===== src/core/jtce_pkg.sv =====
// Purpose: Shared constants and types of the TAP command engine.
// Assumes: APB slave with 32-bit words, one register per word.
// Notes: TAP states, opcodes, register map and reset values live here.
// Function
// - Command write starts, clears both buffers
// - Finished command returns opcode to null
// - Setup registers frozen while command runs
// - Commands ignored in discrete pin mode
// - Move, operate for count, go end
// - State move takes direct path to end
// - State jump relabels state, TMS untouched
// - Run test idles count clocks, then ends
// - Port, IR, DR scans; four transfer kinds
// - Port scans hold TMS, keep state
// - Port scans pass raw bits only
// - IR scan stalls in Pause-IR or gates
// - DR scan stalls in Pause-DR or gates
// - Full duplex uses both buffers together
// - Input only drives serial out high
// - Output only discards incoming data
// - Recirculate echoes incoming data back out
// - Counter decrements per clock or bit
// - Counter written and read bytewise, four
// - Counter loaded flag at status bit 5
// - Any reset clears counter, marks unloaded
// - End field: RTI, Pause-DR, Pause-IR
// - Opcode decode table for all commands
// - Counter writes ignored while busy
package jtce_pkg;
	// Register byte addresses on the bus.
	localparam logic [7:0] A_SETUP1 = 8'h00;
	localparam logic [7:0] A_SETUP2 = 8'h04;
	localparam logic [7:0] A_CMD = 8'h08;
	localparam logic [7:0] A_STAT = 8'h0c;
	localparam logic [7:0] A_CNT = 8'h10;
	localparam logic [7:0] A_TXB = 8'h14;
	localparam logic [7:0] A_RXB = 8'h18;
	// Field positions.
	localparam int B_SWRST = 7;
	localparam int B_LOADED = 5;
	localparam int B_GATED = 4;
	// Mode encodings and reset values.
	localparam logic [2:0] MODE_DISCRETE = 3'h1;
	localparam logic [2:0] MODE_RST = 3'h0;
	localparam logic [2:0] DIV_CODE_RST = 3'h4;
	// Opcodes.
	localparam logic [3:0] OP_NULL = 4'h0;
	localparam logic [3:0] OP_RUN = 4'h2;
	localparam logic [3:0] OP_PIN = 4'h3;
	localparam logic [3:0] OP_PFD = 4'h4;
	localparam logic [3:0] OP_POUT = 4'h5;
	localparam logic [3:0] OP_MOVE = 4'h6;
	localparam logic [3:0] OP_JUMP = 4'h7;
	// End-state codes.
	localparam logic [1:0] END_PDR = 2'h2;
	localparam logic [1:0] END_PIR = 2'h3;
	// Transfer kinds.
	localparam logic [1:0] K_FULL = 2'h0;
	localparam logic [1:0] K_IN = 2'h1;
	localparam logic [1:0] K_OUT = 2'h2;
	localparam logic [1:0] K_REC = 2'h3;
	// Buffer depth in bits.
	localparam logic [5:0] BUF_BITS = 6'h20;
	localparam logic [5:0] BUF_ROOM = 6'h18;
	// Target TAP controller states.
	typedef enum logic [3:0] {TS_TLR, TS_RTI, TS_SELDR, TS_CAPDR,
		TS_SHDR, TS_EX1DR, TS_PDR, TS_EX2DR, TS_UPDR, TS_SELIR,
		TS_CAPIR, TS_SHIR, TS_EX1IR, TS_PIR, TS_EX2IR, TS_UPIR} jtce_tap_e;
	// Command phases.
	typedef enum logic [1:0] {PH_IDLE, PH_GO, PH_WORK, PH_END} jtce_ph_e;
	// Pins towards the target chain.
	typedef struct packed {
		logic tck;
		logic tms;
		logic tdo;
	} jtce_pins_s;
	// Whole state of the engine.
	typedef struct packed {
		logic [1:0] tdi_s;
		logic [2:0] mode;
		logic [2:0] dcode;
		logic gated;
		logic [3:0] opc;
		logic [1:0] final_tap_state_field;
		jtce_ph_e ph;
		jtce_tap_e tap;
		logic [31:0] ctr;
		logic loaded;
		logic [1:0] wi;
		logic [1:0] ri;
		logic [31:0] txq;
		logic [5:0] txn;
		logic [31:0] rxq;
		logic [5:0] rxn;
		logic [6:0] dcnt;
		logic hi;
		logic act;
		logic sh;
		jtce_pins_s pins;
		logic [31:0] prd;
		logic rdy;
		logic err;
	} jtce_state_s;
endpackage : jtce_pkg


===== src/core/jtce_top.sv =====
// Purpose: TAP master command engine with APB register access.
// Assumes: One 100 MHz clock; serial input arrives asynchronously.
// Notes: The test clock is made here by a divider and driven out.
//
// The implementer's own choices: the register addresses and the APB slave port.
`timescale 1ns/1ns
`default_nettype none
module jtce_top (
	input wire logic clock,
	input wire logic rst_n,
	input wire logic psel,
	input wire logic penable,
	input wire logic pwrite,
	input wire logic [7:0] paddr,
	input wire logic [31:0] pwdata,
	output logic [31:0] prdata,
	output logic pready,
	output logic pslverr,
	input wire logic tdi_pin,
	output jtce_pkg::jtce_pins_s tap_pins
);
	// Registered state and its next value.
	jtce_pkg::jtce_state_s st_r;
	jtce_pkg::jtce_state_s st_nxt;
	// Decoded command properties.
	logic busy;
	logic is_scan;
	logic is_port;
	logic is_dr;
	logic [1:0] kind;
	logic need_tx;
	logic need_rx;
	logic blk;
	logic will_blk;
	logic tdi_now;
	logic tick;
	logic access;
	logic in_work;
	logic [6:0] half;
	jtce_pkg::jtce_tap_e sh_goal;
	jtce_pkg::jtce_tap_e p_goal;
	jtce_pkg::jtce_tap_e w_goal;
	jtce_pkg::jtce_tap_e e_goal;

	// Next TAP state of the target for a given TMS.
	function automatic jtce_pkg::jtce_tap_e tap_next(
		input jtce_pkg::jtce_tap_e s,
		input logic t
	);
		case (s)
			jtce_pkg::TS_TLR: tap_next = t ? jtce_pkg::TS_TLR : jtce_pkg::TS_RTI;
			jtce_pkg::TS_RTI: tap_next = t ? jtce_pkg::TS_SELDR : jtce_pkg::TS_RTI;
			jtce_pkg::TS_SELDR: tap_next = t ? jtce_pkg::TS_SELIR : jtce_pkg::TS_CAPDR;
			jtce_pkg::TS_CAPDR: tap_next = t ? jtce_pkg::TS_EX1DR : jtce_pkg::TS_SHDR;
			jtce_pkg::TS_SHDR: tap_next = t ? jtce_pkg::TS_EX1DR : jtce_pkg::TS_SHDR;
			jtce_pkg::TS_EX1DR: tap_next = t ? jtce_pkg::TS_UPDR : jtce_pkg::TS_PDR;
			jtce_pkg::TS_PDR: tap_next = t ? jtce_pkg::TS_EX2DR : jtce_pkg::TS_PDR;
			jtce_pkg::TS_EX2DR: tap_next = t ? jtce_pkg::TS_UPDR : jtce_pkg::TS_SHDR;
			jtce_pkg::TS_SELIR: tap_next = t ? jtce_pkg::TS_TLR : jtce_pkg::TS_CAPIR;
			jtce_pkg::TS_CAPIR: tap_next = t ? jtce_pkg::TS_EX1IR : jtce_pkg::TS_SHIR;
			jtce_pkg::TS_SHIR: tap_next = t ? jtce_pkg::TS_EX1IR : jtce_pkg::TS_SHIR;
			jtce_pkg::TS_EX1IR: tap_next = t ? jtce_pkg::TS_UPIR : jtce_pkg::TS_PIR;
			jtce_pkg::TS_PIR: tap_next = t ? jtce_pkg::TS_EX2IR : jtce_pkg::TS_PIR;
			jtce_pkg::TS_EX2IR: tap_next = t ? jtce_pkg::TS_UPIR : jtce_pkg::TS_SHIR;
			default: tap_next = t ? jtce_pkg::TS_SELDR : jtce_pkg::TS_RTI;
		endcase
	endfunction : tap_next

	// TMS that takes the shortest step from s towards goal g.
	// Exit1 heads for Pause whenever the goal is Shift or Pause, so a resumed scan never recaptures.
	function automatic logic tms_to(
		input jtce_pkg::jtce_tap_e s,
		input jtce_pkg::jtce_tap_e g
	);
		logic gdr;
		logic gir;
		gdr = (g == jtce_pkg::TS_SHDR) || (g == jtce_pkg::TS_PDR);
		gir = (g == jtce_pkg::TS_SHIR) || (g == jtce_pkg::TS_PIR);
		case (s)
			jtce_pkg::TS_TLR: tms_to = (g == jtce_pkg::TS_TLR);
			jtce_pkg::TS_RTI: tms_to = (g != jtce_pkg::TS_RTI);
			jtce_pkg::TS_SELDR: tms_to = !gdr;
			jtce_pkg::TS_SELIR: tms_to = !gir;
			jtce_pkg::TS_CAPDR: tms_to = (g != jtce_pkg::TS_SHDR);
			jtce_pkg::TS_CAPIR: tms_to = (g != jtce_pkg::TS_SHIR);
			jtce_pkg::TS_SHDR: tms_to = (g != jtce_pkg::TS_SHDR);
			jtce_pkg::TS_SHIR: tms_to = (g != jtce_pkg::TS_SHIR);
			jtce_pkg::TS_EX1DR: tms_to = !gdr;
			jtce_pkg::TS_EX1IR: tms_to = !gir;
			jtce_pkg::TS_PDR: tms_to = (g != jtce_pkg::TS_PDR);
			jtce_pkg::TS_PIR: tms_to = (g != jtce_pkg::TS_PIR);
			jtce_pkg::TS_EX2DR: tms_to = (g != jtce_pkg::TS_SHDR);
			jtce_pkg::TS_EX2IR: tms_to = (g != jtce_pkg::TS_SHIR);
			default: tms_to = (g != jtce_pkg::TS_RTI);
		endcase
	endfunction : tms_to

	// Reset image of the whole engine.
	function automatic jtce_pkg::jtce_state_s st_reset();
		st_reset = '0;
		st_reset.mode = jtce_pkg::MODE_RST;
		st_reset.dcode = jtce_pkg::DIV_CODE_RST;
		st_reset.tap = jtce_pkg::TS_TLR;
		st_reset.pins.tms = 1'b1;
		st_reset.pins.tdo = 1'b1;
		st_reset.act = 1'b1;
	endfunction : st_reset

	// Command decode, shared by the engine and the bus logic.
	always_comb
	begin
		busy = (st_r.ph != jtce_pkg::PH_IDLE);
		is_scan = st_r.opc[3];
		is_port = (st_r.opc == jtce_pkg::OP_PIN) || (st_r.opc == jtce_pkg::OP_PFD)
			|| (st_r.opc == jtce_pkg::OP_POUT);
		is_dr = st_r.opc[0];
		// Port scans have no recirculate form; the others index by opcode.
		if (is_port)
		begin
			kind = (st_r.opc == jtce_pkg::OP_PIN) ? jtce_pkg::K_IN :
				(st_r.opc == jtce_pkg::OP_PFD) ? jtce_pkg::K_FULL : jtce_pkg::K_OUT;
		end
		else
		begin
			kind = st_r.opc[2:1];
		end
		need_tx = (kind == jtce_pkg::K_FULL) || (kind == jtce_pkg::K_OUT);
		need_rx = (kind != jtce_pkg::K_OUT);
		blk = (need_tx && (st_r.txn == 6'h00))
			|| (need_rx && (st_r.rxn == jtce_pkg::BUF_BITS));
		will_blk = (need_tx && (st_r.txn == 6'h01))
			|| (need_rx && (st_r.rxn == jtce_pkg::BUF_BITS - 6'h01));
		sh_goal = is_dr ? jtce_pkg::TS_SHDR : jtce_pkg::TS_SHIR;
		p_goal = is_dr ? jtce_pkg::TS_PDR : jtce_pkg::TS_PIR;
		// Free-running clock cannot stop, so a blocked scan parks in Pause.
		if (!is_scan)
		begin
			w_goal = jtce_pkg::TS_RTI;
		end
		else if (blk && !st_r.gated)
		begin
			w_goal = p_goal;
		end
		else
		begin
			w_goal = sh_goal;
		end
		// Code 00 also finishes in Run-Test/Idle.
		if (st_r.final_tap_state_field == jtce_pkg::END_PDR)
		begin
			e_goal = jtce_pkg::TS_PDR;
		end
		else if (st_r.final_tap_state_field == jtce_pkg::END_PIR)
		begin
			e_goal = jtce_pkg::TS_PIR;
		end
		else
		begin
			e_goal = jtce_pkg::TS_RTI;
		end
		// The fall that finds the target in its working state already works.
		// An extra idle fall here would clock one empty bit through Shift.
		in_work = (st_r.ph == jtce_pkg::PH_WORK) || (st_r.ph == jtce_pkg::PH_GO && st_r.tap == w_goal);
		tdi_now = st_r.tdi_s[1];
		half = (st_r.dcode == 3'h0) ? 7'h01 : 7'(8'h01 << (st_r.dcode - 3'h1));
		tick = (st_r.dcnt == half - 7'h01);
		access = psel && penable && st_r.rdy;
	end

	// Engine, buffers and register file as one next-state process.
	always_comb
	begin
		st_nxt = st_r;
		// Two-stage synchroniser for the serial input.
		st_nxt.tdi_s = {st_r.tdi_s[0], tdi_pin};
		// Half-period divider of the test clock.
		st_nxt.dcnt = tick ? 7'h00 : st_r.dcnt + 7'h01;
		if (tick && st_r.hi)
		begin
			// Rising edge: the target acts on the TMS set half a period ago.
			st_nxt.hi = 1'b0;
			st_nxt.pins.tck = st_r.act;
			if (st_r.act && !(busy && is_port))
			begin
				st_nxt.tap = tap_next(st_r.tap, st_r.pins.tms);
			end
			if (st_r.act && st_r.sh && need_rx)
			begin
				st_nxt.rxq = st_r.rxq | (32'(tdi_now) << st_r.rxn);
				st_nxt.rxn = st_r.rxn + 6'h01;
			end
		end
		else if (tick)
		begin
			// Falling edge: decide what the next cycle does.
			st_nxt.hi = 1'b1;
			st_nxt.pins.tck = 1'b0;
			st_nxt.act = !st_r.gated;
			st_nxt.sh = 1'b0;
			st_nxt.pins.tms = (st_r.tap == jtce_pkg::TS_TLR);
			// Arrival in the working state switches phase; the branches below then work at once.
			if (in_work)
			begin
				st_nxt.ph = jtce_pkg::PH_WORK;
			end
			if (st_r.ph == jtce_pkg::PH_GO && !in_work)
			begin
				st_nxt.act = 1'b1;
				st_nxt.pins.tms = tms_to(st_r.tap, w_goal);
			end
			else if (in_work && st_r.ctr == 32'h0)
			begin
				// Count exhausted: port scans stop, others head for the end.
				st_nxt.pins.tms = st_r.pins.tms;
				if (is_port)
				begin
					st_nxt.ph = jtce_pkg::PH_IDLE;
					st_nxt.opc = jtce_pkg::OP_NULL;
					st_nxt.act = !st_r.gated;
				end
				else
				begin
					st_nxt.ph = jtce_pkg::PH_END;
					st_nxt.act = 1'b1;
					st_nxt.pins.tms = tms_to(st_r.tap, e_goal);
				end
			end
			else if (in_work && !is_scan && !is_port)
			begin
				// Run test: hold Run-Test/Idle one clock per count.
				st_nxt.act = 1'b1;
				st_nxt.pins.tms = 1'b0;
				st_nxt.ctr = st_r.ctr - 32'h1;
			end
			else if (in_work && is_scan && st_r.tap != sh_goal)
			begin
				// Parked in Pause or on the way back to Shift.
				st_nxt.act = 1'b1;
				st_nxt.pins.tms = tms_to(st_r.tap, w_goal);
			end
			else if (in_work)
			begin
				// In Shift, or a port scan with TMS frozen.
				st_nxt.pins.tms = is_port ? st_r.pins.tms : 1'b0;
				if (blk)
				begin
					// Gated mode stops the clock until the host services a buffer.
					st_nxt.act = is_port ? 1'b0 : !st_r.gated;
					st_nxt.pins.tms = is_port ? st_r.pins.tms : 1'b1;
				end
				else
				begin
					st_nxt.act = 1'b1;
					st_nxt.sh = 1'b1;
					st_nxt.ctr = st_r.ctr - 32'h1;
					if (!is_port)
					begin
						// Leave Shift on the last bit, or early when not gated if next bit would stall.
						st_nxt.pins.tms = (st_r.ctr == 32'h1)
							|| (!st_r.gated && will_blk);
					end
					if (kind == jtce_pkg::K_IN)
					begin
						st_nxt.pins.tdo = 1'b1;
					end
					else if (kind == jtce_pkg::K_REC)
					begin
						st_nxt.pins.tdo = tdi_now;
					end
					else
					begin
						st_nxt.pins.tdo = st_r.txq[0];
						st_nxt.txq = st_r.txq >> 1;
						st_nxt.txn = st_r.txn - 6'h01;
					end
				end
			end
			else if (st_r.ph == jtce_pkg::PH_END)
			begin
				st_nxt.act = 1'b1;
				st_nxt.pins.tms = tms_to(st_r.tap, e_goal);
				if (st_r.tap == e_goal)
				begin
					st_nxt.ph = jtce_pkg::PH_IDLE;
					st_nxt.opc = jtce_pkg::OP_NULL;
					st_nxt.act = !st_r.gated;
				end
			end
		end
		// Bus read data and ready are staged in the setup cycle.
		st_nxt.prd = 32'h0;
		st_nxt.rdy = 1'b1;
		st_nxt.err = 1'b0;
		if (paddr == jtce_pkg::A_SETUP1)
		begin
			st_nxt.prd = 32'(st_r.mode);
		end
		else if (paddr == jtce_pkg::A_SETUP2)
		begin
			st_nxt.prd = 32'({st_r.dcode, st_r.gated, 4'h0});
		end
		else if (paddr == jtce_pkg::A_CMD)
		begin
			st_nxt.prd = 32'({st_r.final_tap_state_field, st_r.opc});
		end
		else if (paddr == jtce_pkg::A_STAT)
		begin
			st_nxt.prd = 32'({busy, st_r.txn == 6'h00, st_r.loaded, 1'b0, st_r.tap});
		end
		else if (paddr == jtce_pkg::A_CNT)
		begin
			st_nxt.prd = 32'(st_r.ctr[8 * st_r.ri +: 8]);
		end
		else if (paddr == jtce_pkg::A_TXB)
		begin
			// A full transmit buffer holds the write in wait states.
			st_nxt.rdy = !pwrite || (st_r.txn <= jtce_pkg::BUF_ROOM);
		end
		else if (paddr == jtce_pkg::A_RXB)
		begin
			// Wait for a whole byte; once idle a partial byte is handed out.
			st_nxt.prd = 32'(st_r.rxq[7:0]);
			st_nxt.rdy = pwrite || (st_r.rxn >= 6'h08) || !busy;
		end
		else
		begin
			st_nxt.err = 1'b1;
		end
		// Register writes take effect at the completing edge.
		if (access && pwrite)
		begin
			if (paddr == jtce_pkg::A_SETUP1 && !busy)
			begin
				st_nxt.mode = pwdata[2:0];
			end
			else if (paddr == jtce_pkg::A_SETUP2 && !busy)
			begin
				st_nxt.dcode = pwdata[7:5];
				st_nxt.gated = pwdata[jtce_pkg::B_GATED];
			end
			else if (paddr == jtce_pkg::A_CNT && !busy)
			begin
				// Least significant byte first; only the fourth write completes it.
				st_nxt.ctr[8 * st_r.wi +: 8] = pwdata[7:0];
				st_nxt.wi = st_r.wi + 2'h1;
				st_nxt.loaded = (st_r.wi == 2'h3);
			end
			else if (paddr == jtce_pkg::A_TXB)
			begin
				st_nxt.txq = st_nxt.txq | (32'(pwdata[7:0]) << st_nxt.txn);
				st_nxt.txn = st_nxt.txn + 6'h08;
			end
			else if (paddr == jtce_pkg::A_CMD && !busy
				&& st_r.mode != jtce_pkg::MODE_DISCRETE)
			begin
				// Starting a command clears both buffers and the read pointer.
				st_nxt.opc = pwdata[3:0];
				st_nxt.final_tap_state_field = pwdata[5:4];
				st_nxt.txq = 32'h0;
				st_nxt.txn = 6'h00;
				st_nxt.rxq = 32'h0;
				st_nxt.rxn = 6'h00;
				st_nxt.ri = 2'h0;
				st_nxt.wi = 2'h0;
				st_nxt.sh = 1'b0;
				if (pwdata[3:0] == jtce_pkg::OP_RUN || pwdata[3])
				begin
					st_nxt.ph = jtce_pkg::PH_GO;
				end
				else if (pwdata[3:0] == jtce_pkg::OP_PIN || pwdata[3:0] == jtce_pkg::OP_PFD
					|| pwdata[3:0] == jtce_pkg::OP_POUT)
				begin
					st_nxt.ph = jtce_pkg::PH_WORK;
				end
				else if (pwdata[3:0] == jtce_pkg::OP_MOVE)
				begin
					st_nxt.ph = jtce_pkg::PH_END;
				end
				else
				begin
					// Null, reserved and jump finish at once.
					st_nxt.opc = jtce_pkg::OP_NULL;
				end
				if (pwdata[3:0] == jtce_pkg::OP_JUMP)
				begin
					// Relabel only; TMS keeps its present value.
					if (pwdata[5:4] == jtce_pkg::END_PDR)
					begin
						st_nxt.tap = jtce_pkg::TS_PDR;
					end
					else if (pwdata[5:4] == jtce_pkg::END_PIR)
					begin
						st_nxt.tap = jtce_pkg::TS_PIR;
					end
					else
					begin
						st_nxt.tap = jtce_pkg::TS_RTI;
					end
				end
			end
		end
		// Reads with side effects.
		if (access && !pwrite)
		begin
			if (paddr == jtce_pkg::A_CNT)
			begin
				st_nxt.ri = st_r.ri + 2'h1;
			end
			else if (paddr == jtce_pkg::A_RXB)
			begin
				st_nxt.rxq = st_nxt.rxq >> 8;
				st_nxt.rxn = (st_nxt.rxn >= 6'h08) ? st_nxt.rxn - 6'h08 : 6'h00;
			end
		end
		// Software reset acts at once, whatever is running.
		if (access && pwrite && paddr == jtce_pkg::A_CMD && pwdata[jtce_pkg::B_SWRST])
		begin
			st_nxt = st_reset();
		end
	end

	// Single register stage; reset clears the counter and its flag.
	always_ff @(posedge clock)
	begin
		if (!rst_n)
		begin
			st_r <= st_reset();
		end
		else
		begin
			st_r <= st_nxt;
		end
	end

	// Outputs.
	assign prdata = st_r.prd;
	assign pready = penable && st_r.rdy;
	assign pslverr = penable && st_r.rdy && st_r.err;
	assign tap_pins = st_r.pins;
endmodule : jtce_top
`default_nettype wire


===== config.mk =====
export PLATFORM = sky130hd
export DESIGN_NAME = jtce_top
export DESIGN_NICKNAME = d
export VERILOG_FILES = /design/src/core/jtce_pkg.sv /design/src/core/jtce_top.sv
export SDC_FILE = /design/constraint.sdc
export NUM_CORES = 1
export LEC_CHECK = 0
export ABC_AREA = 0
export BUFFER_PORTS_ARGS = -buffer_cell sky130_fd_sc_hd__buf_4
export CAP_MARGIN = 0
export CORE_ASPECT_RATIO = 2
export CORE_MARGIN = 10
export CORE_UTILIZATION = 55
export CTS_BUF_LIST = sky130_fd_sc_hd__clkbuf_16
export DETAILED_ROUTE_END_ITERATION = 12
export PLACE_DENSITY = 0.8
export SLEW_MARGIN = 0
export SYNTH_ARGS = -nofsm -noshare
export SYNTH_HDL_FRONTEND = slang
export SYNTH_SLANG_ARGS = --single-unit

===== constraint.sdc =====
create_clock -name clock -period 4.65 [get_ports clock]
set_input_delay 0.465 -clock clock [delete_from_list [all_inputs] [get_ports clock]]
set_output_delay 0.465 -clock clock [all_outputs]
set_load 0.02 [all_outputs]

==> metrics.txt <==
Layout Nets=1364; Ys Warns=0; Power Dens Cells=about 260 nW/um^2; die height=approximately 210 um; ys flop type=dfxtp_1; row cnt=70; gpl congestion=roughly 1.0; Async S/R FF share, synth=0; Detail Placement HPWL=23740 um; most frequent cells in the layout=156 x dfxtp_1, 153 x nand2_1, 117 x nor2_1; Synth Area in Compound Gates=0.2248; TritonCTS Buffers=17; GRT overflow=0; MaxCap Viol Count=0; Critical Path Max Stage Delay=between 0.4 and 0.5 ns; setup TNS=0 ns; minimum clock period=between 4 and 5 ns; worst hold slack=~0.23 ns; initial detailed-routing violation count=slightly below 800; Slew headroom=0.4072; Area Overhead vs Synth=9.714%; TritonRoute pass-1 iters=5; PortBufs=34; multiplexer share of the synthesized area=0.07093; Post-Synth XOR/XNOR Area=0.05758; Arrival @ worst endpoint=4.64 ns; filler cell count=between 1.5k and 2k; Yosys reg bits=157; Max Slew Vio Count=0; initial core utilization=0.5580; final setup fails=0; layout cells sized above 1=0.1265; Unique masters post-synth=a little under 90; Post-Route WL=between 30000 and 40000 um; Avg WL per Cell=around 21 um; # IOs=between 80 and 90; placed cell area=roughly 11000 sq um; largest net degree at the start of global routing=29; number of H-tree levels=4; post-route ant nets=0; Critical Path Sink Type=flop; skew final=~0.010 ns; CP startpoint kind=flop; Adder-Cell Fraction of Synth Area=0.02303; Setup Crit Path Kind=flop to flop; status=finished, final reports clean; Mapped Area=about 10000 sq um; Clock Path Buffers=2; Post-synth EDFFs=0; Post-CTS Hold Buffers=0; via density per instance=6.649; vias in the first global route=9951; Remaining DRCs=0; GRT Total Usage=0.2603; post-route cell area=11210 sq um; initial antenna violation count=0; crit-path max FO=18; Worst-Margin Slew=0.8851 ns; DR vias=approximately 10k; Die ar.=~25000 sq um; largest family of logic cells by synthesized area=simple AND/OR/NAND/NOR gates; Cell Chain, Critical Path=inv_1 > ha_1 > o2111ai_1 > o21ai_0 > nand2b_1 > ha_1 > nor2b_1 > xnor2_1 > o32ai_1 > nor3_1 > and3_2 > nand2_2 > buf_4 > a21oi_2 > o22a_1 > mux2i_1 > o22ai_1; root buffer cell=clkbuf_16; Final period util=0.9326; Final Hold Violating Endpoints=0; Core Area=between 15000 and 20000 sq um; Syn Area/Cell=7.881 sq um; WP buf/inv=2; most common cell after layout, fill and taps aside=dfxtp_1; kind of cell adding the most delay to the critical path=compound AO/OA/AOI/OAI gates; Crit path top cell by count=ha_1; hold crit path type=input pin to flop; clock tree sinks=157; required time of the critical path=between 4 and 5 ns; first-pass GRT wire length=a little over 50000 um; unrepaired setup endpoints after global routing=false; TritonCTS clock tree=built; DIE WIDTH=between 100 and 150 um; Leakage=~0.0042 uW; slowest CP cell=mux2i_1; worst-skew pair later-pin latency=between 0.4 and 0.5 ns; Simple-Gate Fraction of Synth Area=0.2434; Clock transition at path regs=around 0.070 ns; fmax=230.6 MHz; Max VDD drop=~0.27 mV; synthesized instance count=between 1k and 1.5k; Seq/Total Area, Yosys=0.3077
-- cell type report --
class,count,area (sq um),share of cell area
clock buffers,17,425.4,0.03796
multi-input cells,1012,6480,0.5783
diodes,1,2.502,0.0002233
inverters,31,116.4,0.01038
well taps,216,270.3,0.02412
repair buffers,81,608.1,0.05427
flip-flops and latches,157,3144,0.2806
clock inverters,14,158.9,0.01418
-- power by group --
part / switching, uW / internal, uW / leakage [uW]
sequential: 4.76 / 1350 / 0.00127
clock: 624 / 799 / 0.000282
combinational: 112 / 38.8 / 0.00265
-- cell families after synthesis --
kind of cell,count (synthesis)
AOI/OAI and AO/OA,351
xor gates and xnor gates,62
adders and majority gates,19
buffers and inverters,150
DFF,157
muxes,62
other,1
and+or+nand+nor,494
-- worst reg2reg max path, stage by stage (launching register included) --
cell,delay [ns]
dfxtp_1,0.40
inv_1,0.17
ha_1,0.22
o2111ai_1,0.11
o21ai_0,0.26
nand2b_1,0.10
ha_1,0.34
nor2b_1,0.19
xnor2_1,0.11
o32ai_1,0.31
nor3_1,0.10
and3_2,0.29
nand2_2,0.25
buf_4,0.36
a21oi_2,0.13
o22a_1,0.23
mux2i_1,0.46
o22ai_1,0.17
-- worst paths after layout --
| kind | slack, ns | endpoint | startpoint | cells past startpoint |
|---|---|---|---|---|
| max | 0.31 | st_r[98]$_SDFF_PP0_ | st_r[47]$_SDFF_PP0_ | 17 |
| min | 0.23 | st_r[179]$_SDFF_PP0_ | tdi_pin | 2 |
| max reg2reg | 0.31 | st_r[98]$_SDFF_PP0_ | st_r[47]$_SDFF_PP0_ | 17 |
| min reg2reg | 0.44 | st_r[180]$_SDFF_PP0_ | st_r[179]$_SDFF_PP0_ | 1 |
-- flip-flops by register name (all words and copies together) (netlist names) --
register,flops
is_dr,1
is_scan,1
prdata,8
st_r,144
tap_pins,3
-- cell usage after synthesis, drive strengths merged, types with 8 or more instances --
cell type	n	area share
a211oi	31	0.023
a21o	15	0.011
a21oi	82	0.040
a22oi	15	0.011
a31oi	17	0.010
and2	8	0.0049
and3	12	0.0074
buf	57	0.038
clkbuf	62	0.023
dfxtp	157	0.31
ha	18	0.022
inv	31	0.011
mux2i	51	0.050
mux4	8	0.018
nand2	156	0.058
nand2b	21	0.013
nand3	36	0.018
nand4	12	0.010
nor2	120	0.045
nor2b	15	0.0092
nor3	44	0.022
nor4	21	0.018
o211ai	11	0.0081
o21ai	74	0.036
o22ai	31	0.019
or3	8	0.0049
or4	9	0.0074
xnor2	40	0.036
xor2	22	0.021
-- metal layers --
layer	up-vias	wire length, um	track usage
met5	-	0	0
met3	192	2213	0.04750
met4	0	2551	0.2191
li1	4666	-	-
met1	4773	11140	0.2554
met2	535	16330	0.4559
-- stage by stage --
stage / worst slack [ns] / power (uW) / utilization / cells
after global routing: 0.05693 / 2990 / 0.6120 / 1528
after detailed placement: 0.06238 / 1528 / 0.5776 / 1497
after floorplan: 0.3619 / 1486 / - / 1319
after CTS: 0.06999 / 2929 / 0.6095 / 1528
final: 0.3132 / 2927 / 0.6122 / 1529
after global placement: 0.1815 / 1527 / 0.5776 / 1497
-- timing repair --
item	4_1_cts	5_1_grt
gates resized for setup	0	11
endpoints found under the setup margin	0	35
setup buffers	0	0
Power figures use the tool's default switching activity.
